===== src/hdl/eda_pkg.sv =====
// Constants, register layout and state types for the data store access block.
// Assumes a single 25 MHz CPU clock and a 6-bit I/O register address space.
package eda_pkg;

    // I/O register addresses
    localparam logic [5:0] EDA_OFS_CTRL   = 6'h1f;
    localparam logic [5:0] EDA_OFS_DATA   = 6'h20;
    localparam logic [5:0] EDA_OFS_ADDR_L = 6'h21;
    localparam logic [5:0] EDA_OFS_ADDR_H = 6'h22;

    // Control register field positions
    localparam int EDA_BIT_READ_STROBE  = 0;
    localparam int EDA_BIT_WRITE_STROBE = 1;
    localparam int EDA_BIT_MASTER_WE    = 2;
    localparam int EDA_BIT_READY_IE     = 3;
    localparam int EDA_BIT_MODE_LO      = 4;

    // Geometry
    localparam int EDA_ADDR_W = 9;
    localparam int EDA_DEPTH  = 512;

    // Programming modes
    localparam logic [1:0] EDA_MODE_ATOMIC     = 2'h0;
    localparam logic [1:0] EDA_MODE_ERASE      = 2'h1;
    localparam logic [1:0] EDA_MODE_WRITE_ONLY = 2'h2;

    // Reset values and the erased byte value
    localparam logic [8:0] EDA_RST_ADDR = 9'h000;
    localparam logic [7:0] EDA_RST_DATA = 8'h00;
    localparam logic [1:0] EDA_RST_MODE = 2'h0;
    localparam logic [7:0] EDA_ERASED   = 8'hff;

    // Timing
    localparam int EDA_CLK_NS        = 40;
    localparam int EDA_T_ATOMIC_NS   = 3400000;
    localparam int EDA_T_SPLIT_NS    = 1800000;
    localparam int EDA_ATOMIC_CYCLES = (EDA_T_ATOMIC_NS + EDA_CLK_NS - 1) / EDA_CLK_NS;
    localparam int EDA_SPLIT_CYCLES  = (EDA_T_SPLIT_NS + EDA_CLK_NS - 1) / EDA_CLK_NS;
    localparam int EDA_PROG_CNT_W    = 17;
    localparam logic [2:0] EDA_MWE_WINDOW  = 3'h4;
    localparam logic [2:0] EDA_READ_STALL  = 3'h4;
    localparam logic [2:0] EDA_WRITE_STALL = 3'h2;

    typedef enum logic [1:0] {
        PS_IDLE     = 2'b00,
        PS_RD_FETCH = 2'b01,
        PS_WR_FETCH = 2'b10,
        PS_WR_WAIT  = 2'b11
    } eda_state_t;

endpackage


===== src/hdl/eda_nv_mem.sv =====
// Byte-wide storage array for the nonvolatile data space.
// Assumes one access per cycle; read data is registered and valid one cycle after mem_re.
`timescale 1ns/1ns
module eda_nv_mem
    import eda_pkg::*;
(
    // Clock
    input  wire logic                  clk,
    // Access port
    input  wire logic                  mem_re,
    input  wire logic                  mem_we,
    input  wire logic [EDA_ADDR_W-1:0] mem_addr,
    input  wire logic [7:0]            mem_wdata,
    output      logic [7:0]            mem_rdata
);

    logic [7:0] array_q [EDA_DEPTH];

    // No reset: the array models retained contents
    always_ff @(posedge clk)
    begin
        if (mem_we)
        begin
            array_q[mem_addr] <= mem_wdata;
        end
        if (mem_re)
        begin
            mem_rdata <= array_q[mem_addr];
        end
    end

endmodule


===== src/hdl/eda_nv_access.sv =====
// CPU-side access logic for the 512-byte nonvolatile data store.
// Assumes the CPU core drives at most one I/O access per cycle and obeys CPU_STALL.
//
// Notes on behaviour
// A separate 512-byte store, every byte readable and writable alone.
// Linear 9-bit address 0..511; bit 8 in high register, bits 7..0 low.
// High address register bits 15..9 always read zero.
// Address after reset is undefined; any reset value is acceptable.
// The CPU loads a valid address before starting a read or write.
// A write programs the data register byte at the current address.
// A read puts the byte at the current address into the data register.
// Address, data and control registers sit in the CPU I/O space.
// A read stalls the CPU for four clock cycles; here two if the same control write also sets an enabled write strobe.
// Starting a write stalls the CPU for two clock cycles.
// Writes are self-timed; a pollable bit shows when the next may start.
// A write needs the enabling sequence; the CPU follows it every time.
// Master write enable self-clears four cycles after software sets it.
// Write strobe starts programming only within four cycles of master enable.
// Hardware clears the write strobe when the programming time has elapsed.
// Read strobe completes the read so data is available right after.
// Writes to reserved high address bits are ignored and do not matter.
`timescale 1ns/1ns
module eda_nv_access
    import eda_pkg::*;
#(
    parameter int ATOMIC_CYCLES = EDA_ATOMIC_CYCLES,
    parameter int SPLIT_CYCLES  = EDA_SPLIT_CYCLES
)
(
    // Clock and reset
    input  wire logic       CLK,
    input  wire logic       RSTN,
    // CPU I/O register port
    input  wire logic [5:0] IO_ADDR,
    input  wire logic       IO_WE,
    input  wire logic       IO_RE,
    input  wire logic [7:0] IO_WDATA,
    output      logic [7:0] IO_RDATA,
    // CPU hold
    output      logic       CPU_STALL
);
    import eda_pkg::*;

    typedef struct packed {
        logic [EDA_ADDR_W-1:0]     addr;
        logic [7:0]                data;
        logic [1:0]                mode;
        logic                      ready_ie;
        logic                      master_we;
        logic                      write_strobe;
        logic                      read_strobe;
        logic [2:0]                mwe_cnt;
        logic [2:0]                stall_cnt;
        logic                      stall;
        eda_state_t                state;
        logic [EDA_PROG_CNT_W-1:0] prog_cnt;
        logic [7:0]                prog_data;
        logic [7:0]                rdata;
    } eda_regs_t;

    eda_regs_t  s_q;
    eda_regs_t  s_d;
    logic       ctrl_wr;
    logic       rd_acc;
    logic       wr_acc;
    logic       mem_re;
    logic       mem_we;
    logic [7:0] mem_rdata;

    function automatic logic [7:0] ctrl_byte(input eda_regs_t s);
        ctrl_byte = {2'h0, s.mode, s.ready_ie, s.master_we, s.write_strobe, s.read_strobe};
    endfunction

    function automatic logic [EDA_PROG_CNT_W-1:0] prog_time(input logic [1:0] mode);
        if (mode == EDA_MODE_ERASE || mode == EDA_MODE_WRITE_ONLY)
            prog_time = EDA_PROG_CNT_W'(SPLIT_CYCLES);
        else
            prog_time = EDA_PROG_CNT_W'(ATOMIC_CYCLES);
    endfunction

    assign ctrl_wr = IO_WE && (IO_ADDR == EDA_OFS_CTRL);
    // Strobes are ignored while the CPU should be stalled or a write is pending
    assign rd_acc  = ctrl_wr && IO_WDATA[EDA_BIT_READ_STROBE] && !s_q.write_strobe
                     && (s_q.stall_cnt == 3'h0) && (s_q.state == PS_IDLE);
    assign wr_acc  = ctrl_wr && IO_WDATA[EDA_BIT_WRITE_STROBE] && s_q.master_we
                     && !s_q.write_strobe && (s_q.stall_cnt == 3'h0)
                     && (s_q.state == PS_IDLE);
    // Old contents are fetched on both strobes; write-only mode merges with them
    assign mem_re  = rd_acc || wr_acc;
    assign mem_we  = (s_q.state == PS_WR_WAIT) && (s_q.prog_cnt == '0);

    eda_nv_mem u_mem (
        .clk       (CLK),
        .mem_re    (mem_re),
        .mem_we    (mem_we),
        .mem_addr  (s_q.addr),
        .mem_wdata (s_q.prog_data),
        .mem_rdata (mem_rdata)
    );

    always_comb
    begin
        s_d = s_q;
        // Register writes from the CPU
        if (IO_WE)
        begin
            unique case (IO_ADDR)
                EDA_OFS_ADDR_L:
                    if (!s_q.write_strobe)
                        s_d.addr[7:0] = IO_WDATA;
                EDA_OFS_ADDR_H:
                    if (!s_q.write_strobe)
                        s_d.addr[8] = IO_WDATA[0];
                EDA_OFS_DATA:
                    s_d.data = IO_WDATA;
                EDA_OFS_CTRL:
                begin
                    s_d.ready_ie = IO_WDATA[EDA_BIT_READY_IE];
                    if (!s_q.write_strobe)
                        s_d.mode = IO_WDATA[EDA_BIT_MODE_LO +: 2];
                    if (!IO_WDATA[EDA_BIT_MASTER_WE])
                    begin
                        s_d.master_we = 1'b0;
                        s_d.mwe_cnt   = 3'h0;
                    end
                    else if (!s_q.master_we)
                    begin
                        s_d.master_we = 1'b1;
                        s_d.mwe_cnt   = EDA_MWE_WINDOW;
                    end
                end
                default:
                begin
                end
            endcase
        end
        // Master enable window; a fresh set is not counted down in its own cycle
        if (s_q.master_we && s_q.mwe_cnt != 3'h0)
        begin
            s_d.mwe_cnt = s_q.mwe_cnt - 3'h1;
            if (s_q.mwe_cnt == 3'h1)
                s_d.master_we = 1'b0;
        end
        // CPU hold counter
        if (s_q.stall_cnt != 3'h0)
            s_d.stall_cnt = s_q.stall_cnt - 3'h1;
        if (rd_acc)
            s_d.stall_cnt = EDA_READ_STALL;
        if (wr_acc)
            s_d.stall_cnt = EDA_WRITE_STALL;
        s_d.stall = (s_d.stall_cnt != 3'h0);
        // Access sequencer
        unique case (s_q.state)
            PS_IDLE:
            begin
                if (rd_acc)
                begin
                    s_d.read_strobe = 1'b1;
                    s_d.state       = PS_RD_FETCH;
                end
                else if (wr_acc)
                begin
                    s_d.write_strobe = 1'b1;
                    s_d.state        = PS_WR_FETCH;
                end
            end
            PS_RD_FETCH:
            begin
                s_d.data        = mem_rdata;
                s_d.read_strobe = 1'b0;
                s_d.state       = PS_IDLE;
            end
            PS_WR_FETCH:
            begin
                // Latching here keeps later data register writes out of the programmed byte
                unique case (s_q.mode)
                    EDA_MODE_ERASE:      s_d.prog_data = EDA_ERASED;
                    EDA_MODE_WRITE_ONLY: s_d.prog_data = mem_rdata & s_q.data;
                    default:             s_d.prog_data = s_q.data;
                endcase
                s_d.prog_cnt = prog_time(s_q.mode);
                s_d.state    = PS_WR_WAIT;
            end
            PS_WR_WAIT:
            begin
                // The array is written in the cycle the count reaches zero
                if (s_q.prog_cnt == '0)
                begin
                    s_d.write_strobe = 1'b0;
                    s_d.state        = PS_IDLE;
                end
                else
                    s_d.prog_cnt = s_q.prog_cnt - EDA_PROG_CNT_W'(1);
            end
        endcase
        // Registered read data
        if (IO_RE)
        begin
            unique case (IO_ADDR)
                EDA_OFS_ADDR_L: s_d.rdata = s_q.addr[7:0];
                EDA_OFS_ADDR_H: s_d.rdata = {7'h00, s_q.addr[8]};
                EDA_OFS_DATA:   s_d.rdata = s_q.data;
                EDA_OFS_CTRL:   s_d.rdata = ctrl_byte(s_q);
                default:        s_d.rdata = 8'h00;
            endcase
        end
    end

    // The array keeps its contents over reset; only the access state is cleared
    always_ff @(posedge CLK or negedge RSTN)
    begin
        if (!RSTN)
        begin
            s_q.addr         <= EDA_RST_ADDR;
            s_q.data         <= EDA_RST_DATA;
            s_q.mode         <= EDA_RST_MODE;
            s_q.ready_ie     <= 1'b0;
            s_q.master_we    <= 1'b0;
            s_q.write_strobe <= 1'b0;
            s_q.read_strobe  <= 1'b0;
            s_q.mwe_cnt      <= 3'h0;
            s_q.stall_cnt    <= 3'h0;
            s_q.stall        <= 1'b0;
            s_q.state        <= PS_IDLE;
            s_q.prog_cnt     <= '0;
            s_q.prog_data    <= EDA_RST_DATA;
            s_q.rdata        <= 8'h00;
        end
        else
        begin
            s_q <= s_d;
        end
    end

    assign IO_RDATA  = s_q.rdata;
    assign CPU_STALL = s_q.stall;
endmodule


===== config.mk =====
export PLATFORM = sky130hd
export DESIGN_NAME = eda_nv_access
export DESIGN_NICKNAME = d
export VERILOG_FILES = /design/src/hdl/eda_pkg.sv /design/src/hdl/eda_nv_mem.sv /design/src/hdl/eda_nv_access.sv
export SDC_FILE = /design/constraint.sdc
export NUM_CORES = 2
export LEC_CHECK = 0
export BUFFER_PORTS_ARGS = -buffer_cell sky130_fd_sc_hd__buf_2
export CAP_MARGIN = 20
export CELL_PAD_IN_SITES_DETAIL_PLACEMENT = 2
export CELL_PAD_IN_SITES_GLOBAL_PLACEMENT = 2
export CORE_MARGIN = 2
export CORE_UTILIZATION = 50
export DETAILED_ROUTE_END_ITERATION = 7
export PLACE_DENSITY_LB_ADDON = 0.15
export SLEW_MARGIN = 20
export SYNTH_ARGS = -nofsm -noshare
export SYNTH_HDL_FRONTEND = slang
export SYNTH_SLANG_ARGS = --single-unit
export TNS_END_PERCENT = 100

===== constraint.sdc =====
create_clock -name CLK -period 10.5 [get_ports CLK]
set_input_delay 2.1 -clock CLK [delete_from_list [all_inputs] [get_ports CLK]]
set_output_delay 2.1 -clock CLK [all_outputs]
set_load 0.01 [all_outputs]

==> summary.md, run 1 <==
| Metric | Value |
|---|---|
| Placed Instances | `approximately 12,000` |
| Cell type contributing the most total cell area after synthesis | `sky130_fd_sc_hd__edfxtp_1` |
| Number of H-tree branching levels | `5` |
| Pre-CTS worst setup slack | `around 4.5 ns` |
| Mapped cell area | `162,000 um2` |
| Log Error | `[ERROR DPL-0033] detailed placement checks failed during check placement.` |
| Initial antenna violation count | `71` |
| Hold buffer count at cts | `0` |
| Yosys top cell area share | `approximately three quarters` |
| Most area-consuming cells after synthesis | `sky130_fd_sc_hd__edfxtp_1 76%, sky130_fd_sc_hd__mux4_2 12%, sky130_fd_sc_hd__mux2i_1 2.7%` |
| Routability congestion estimate from global placement | `0.886` |
| Number of standard cells after synthesis | `between 7,000 and 8,000` |
| Number of buffers created by CTS | `about 430` |
| Sinks on Clock Net | `between 4,000 and 5,000` |
| Starting Density | `between 50 and 60%` |
| Synth Warn # | `0` |
| Count of flip-flops with a built-in enable after synthesis | `a little over 4,000` |
| Die outline width | `approximately 570 um` |
| Mapped Nets | `7,962` |
| Halt point of the flow | `global routing (5_1_grt)` |
| CTS Root Buffer Type | `sky130_fd_sc_hd__clkbuf_16` |
| Yosys cell types | `slightly below 80` |
| Async set or reset register ratio after synthesis | `between 1.5 and 2%` |
| Leading cell type by number of instances after synthesis | `sky130_fd_sc_hd__edfxtp_1` |
| Placement Rows | `~210` |
| Post-CTS setup-driven buffer insertion count | `0` |
| Dominant register cell in the synthesized netlist | `sky130_fd_sc_hd__edfxtp_1` |
| Mean instance size in the synthesized netlist | `between 20 and 25 um2` |
| Portion of the post-synthesis area used by sequential elements | `about 77%` |
| Dpl hpwl | `approximately 380,000 um` |
| Status | `stopped before the end` |
| PostCTS Resize Cnt | `0` |
| Port Buffers | `26` |
| Pin count of the biggest net entering global routing | `216` |
| Post-synthesis register bit count | `roughly 4,200` |
| Maximum buffer depth of the clock tree | `4` |
| Chip Height | `roughly 570 um` |
| Number of top-level pins | `27` |
| Synth cell count leaders | `4,104 x sky130_fd_sc_hd__edfxtp_1, 827 x sky130_fd_sc_hd__mux4_2, 598 x sky130_fd_sc_hd__nor2_1` |
==> per-stage QoR <==
stage	hold slack, ns	instance area, um2
2_1_floorplan	0.451	162000
3_5_place_dp	0.498	167000
4_1_cts	0.530	181000
3_3_place_gp	0.491	167000
==> cell families after synthesis <==
kind of cell               count (synthesis)  synth area share (%)
DFF                                     4169                  77.1
muxes                                   1289                  14.5
and+or+nand+nor                         1151                  3.19
AOI/OAI and AO/OA                        793                  3.45
buffers and inverters                    518                  1.70
adders and majority gates                 10                0.0773
xor gates and xnor gates                   4                0.0216
==> run 2, diff against run 1 <==
--- a/config.mk
+++ b/config.mk
@@ -7,10 +7,8 @@
 export LEC_CHECK = 0
 export BUFFER_PORTS_ARGS = -buffer_cell sky130_fd_sc_hd__buf_2
 export CAP_MARGIN = 20
-export CELL_PAD_IN_SITES_DETAIL_PLACEMENT = 2
-export CELL_PAD_IN_SITES_GLOBAL_PLACEMENT = 2
 export CORE_MARGIN = 2
-export CORE_UTILIZATION = 50
+export CORE_UTILIZATION = 35
 export DETAILED_ROUTE_END_ITERATION = 7
 export PLACE_DENSITY_LB_ADDON = 0.15
 export SLEW_MARGIN = 20
==> run 2 against run 1 <==
Net effect:
- the run now ends clean
- area after synthesis unchanged
- synthesized cell count is the same
==> summary.md, run 2 <==
| Metric | Value |
|---|---|
| Leading cell type in the layout, fill and taps excluded | `sky130_fd_sc_hd__edfxtp_1` |
| CTS Root Buffer Type | `sky130_fd_sc_hd__clkbuf_16` |
| Portion of the post-synthesis area used by sequential elements | `77.1% (unchanged)` |
| # DRC | `0` |
| Count of max-cap constraint violations | `0` |
| Part of the cycle the worst path needs | `61.9%` |
| Overall power consumption | `39.1 mW` |
| Synth cell count leaders | `4,104 x sky130_fd_sc_hd__edfxtp_1, 827 x sky130_fd_sc_hd__mux4_2, 598 x sky130_fd_sc_hd__nor2_1` |
| Mapped cell area | `162,000 um2 (unchanged)` |
| Post-synthesis register bit count | `4,169 (unchanged)` |
| Vias after detailed routing | `83,100` |
| Number of top-level pins | `27 (unchanged)` |
| CTS tree | `yes` |
| Commonest non-fill, non-tap cells in the layout | `4,104 x sky130_fd_sc_hd__edfxtp_1, 827 x sky130_fd_sc_hd__mux4_2, 583 x sky130_fd_sc_hd__nor2_1, 443 x sky130_fd_sc_hd__clkbuf_16, 433 x sky130_fd_sc_hd__mux2i_1` |
| Clock Skews | `roughly 0.06 ns` |
| Fraction of final layout cells sized beyond drive strength 1 | `between 20% and 30%` |
| Routed via count divided by cell count | `5.67` |
| Wire length of the first global-routing pass | `just over 700,000 um` |
| Setup crit end kind | `register` |
| Final Cell Area | `~180,000 um2` |
| Pin count of the biggest net entering global routing | `approximately 190` |
| Mean instance size in the synthesized netlist | `20.4 um2 (unchanged)` |
| Placement Rows | `249 (+20%)` |
| Status | `finished clean` |
| Core ar. | `between 400,000 and 500,000 um2` |
| Final Slew Violations | `0` |
| Flip-flop count of the largest register, all copies and words added | `a little over 4,000` |
| Placed Instance Area | `170,000 um2 (+1.5%)` |
| Setup violators final | `0` |
| Total global-route track usage | `between 20% and 30%` |
| TritonRoute pass-1 iters | `6` |
| Floorplan die area | `468,000 um2` |
| Unrepaired setup endpoints after global routing | `false` |
| Aggregate routed wire length | `approximately 520,000 um` |
| Pre-CTS worst setup slack | `3.86 ns (-0.614 ns)` |
| Hold crit path type | `reg -> reg` |
| Hold buffer count at cts | `0 (unchanged)` |
| Number of H-tree branching levels | `5 (unchanged)` |
| Post-route worst hold slack | `about 0.52 ns` |
| Port Buffers | `26 (unchanged)` |
| CP max FO | `between 90 and 100` |
| Most area-consuming cells after synthesis | `sky130_fd_sc_hd__edfxtp_1 76%, sky130_fd_sc_hd__mux4_2 12%, sky130_fd_sc_hd__mux2i_1 2.7%` |
| Clock insertion delay at the later pin of the skew report | `~1.0 ns` |
| Dominant register cell in the synthesized netlist | `sky130_fd_sc_hd__edfxtp_1` |
| Starting DRT DRC Count | `10,400` |
| Chip Height | `684 um (+19%)` |
| Slew at the pin with the worst max-slew slack | `~1.4 ns` |
| Dpl hpwl | `326,000 um (-15%)` |
| Critical Setup Path Class | `reg -> reg` |
| Yosys top cell area share | `76.1% (unchanged)` |
| Die outline width | `684 um (+19%)` |
| Final Worst Setup Slack | `approximately 4.0 ns` |
| Number of hold violations in the final report | `0` |
| Global-route congestion overflow total | `0` |
| PostCTS Resize Cnt | `0 (unchanged)` |
| Sinks on Clock Net | `4,169 (unchanged)` |
| Clock-pin slew on the worst setup and hold paths | `0.06 ns` |
| Post-CTS setup-driven buffer insertion count | `0 (unchanged)` |
| Count of flip-flops with a built-in enable after synthesis | `4,104 (unchanged)` |
| Synth Warn # | `0 (unchanged)` |
| Maximum buffer depth of the clock tree | `4 (unchanged)` |
| Initial antenna violation count | `32` |
| Endpoint required time on the critical path | `11.22 ns` |
| Number of buffers created by CTS | `439 (+2.3%)` |
| Detail-routed net length per standard cell | `approximately 35 um` |
| Crit start category | `register` |
| Number of global-route vias before repair | `between 80,000 and 90,000` |
| Async set or reset register ratio after synthesis | `1.56% (unchanged)` |
| Relative slew slack | `under 10%` |
| Data arrival, critical path | `a little over 7 ns` |
| Setup TNS Final | `0 ns` |
| Starting Density | `35.2% (-15 points)` |
| Post-layout min period | `around 6.5 ns` |
| Number of antenna-violating nets in the routed design | `0` |
| Maximum frequency from static timing analysis | `between 150 and 200 MHz` |
| Most flop-heavy register | `u_mem.array_q` |
| NumNets Final | `between 8,000 and 9,000` |
| Cell type contributing the most total cell area after synthesis | `sky130_fd_sc_hd__edfxtp_1` |
| Routability congestion estimate from global placement | `0.866 (-2.2%)` |
| Area growth from synthesis to final layout | `13.5%` |
| Leading cell type by number of instances after synthesis | `sky130_fd_sc_hd__edfxtp_1` |
| Maximum resistive drop on vdd | `~180 uV` |
| Registers with the most flip-flops | `u_mem.array_q (4096), s_q (56)` |
| Number of standard cells after synthesis | `7,934 (unchanged)` |
| Mapped Nets | `7,962 (unchanged)` |
| PwrDens | `213 nW/um2` |
| Yosys cell types | `79 (unchanged)` |
| Leak pwr | `around 58 nW` |
[run 2: cell counts after synthesis]
No cell type changed its count.
[run 2: worst max-delay path, cell delays in order, from the launching register on]
cell and delay (ns):
sky130_fd_sc_hd__dfrtp_4 0.79, sky130_fd_sc_hd__buf_4 0.55, sky130_fd_sc_hd__buf_12 0.50, sky130_fd_sc_hd__buf_4 0.63, sky130_fd_sc_hd__mux4_2 0.39, sky130_fd_sc_hd__a32o_1 0.34
sky130_fd_sc_hd__a2111oi_2 0.90, sky130_fd_sc_hd__o2111ai_2 0.63, sky130_fd_sc_hd__a2111oi_2 1.00, sky130_fd_sc_hd__nand3_1 0.21
[run 2: path summary, 6_finish.rpt]
kind                                           from  cells after the start  slack (ns)                           end
min in group asynchronous                      RSTN                      2        1.29       IO_RDATA[1]$_DFFE_PN0P_
worst min register to register  s_q[45]$_DFFE_PN0N_                      1        0.52           s_q[45]$_DFFE_PN0N_
max in group asynchronous                      RSTN                      2        8.52           s_q[14]$_DFFE_PN0P_
worst max register to register  s_q[57]$_DFFE_PN0P_                      9        4.00  u_mem.mem_rdata[2]$_DFFE_PP_
worst max-delay path            s_q[57]$_DFFE_PN0P_                      9        4.00  u_mem.mem_rdata[2]$_DFFE_PP_
worst min-delay path            s_q[45]$_DFFE_PN0N_                      1        0.52           s_q[45]$_DFFE_PN0N_
[run 2: cell type report]
class	count	area (um2)
Antenna cell	4	10.0
Timing Repair Buffer	261	2190
Multi-Input combinational cell	3247	34800
Clock buffer	547	11500
Inverter	29	114
Fill cell	41100	277000
Clock inverter	259	2540
Sequential cell	4169	125000
Tap cell	6149	7690
[run 2: cell families (layout without fill, tap and decap cells)]
kind of cell	after synthesis	after routing	share of synthesized area, %
AOI/OAI and AO/OA	793	793	3.45
xor gates and xnor gates	4	4	0.0216
adders and majority gates	10	10	0.0773
buffers and inverters	518	1096	1.70
DFF	4169	4169	77.1
muxes	1289	1289	14.5
other	0	4	0
and+or+nand+nor	1151	1151	3.19
[run 2: power breakdown]
part | switching, mW | leakage [nW] | total (mW) | internal, mW
Sequential | 0.222 | 40.7 | 19.4 | 19.1
Clock | 6.63 | 6.85 | 15.4 | 8.78
Combinational | 3.13 | 10.6 | 4.37 | 1.24
[run 2: routing by layer]
metal | vias to the layer above | share of wire, % | track usage, %
li1 | 33500 | - | -
met1 | 45400 | 43 | 30.4
met2 | 3365 | 47 | 34.5
met3 | 745 | 6.7 | 3.27
met4 | 6 | 3.9 | 7.43
met5 | - | 0.0064 | 0
[run 2: through the flow]
step	cells	utilization [%]
after global placement	13800	36.8
after CTS	14700	39.9
after global routing	14700	39.9
final	14700	39.9
after detailed placement	13900	36.9
after floorplan	7934	-
Power figures use the tool's default switching activity.
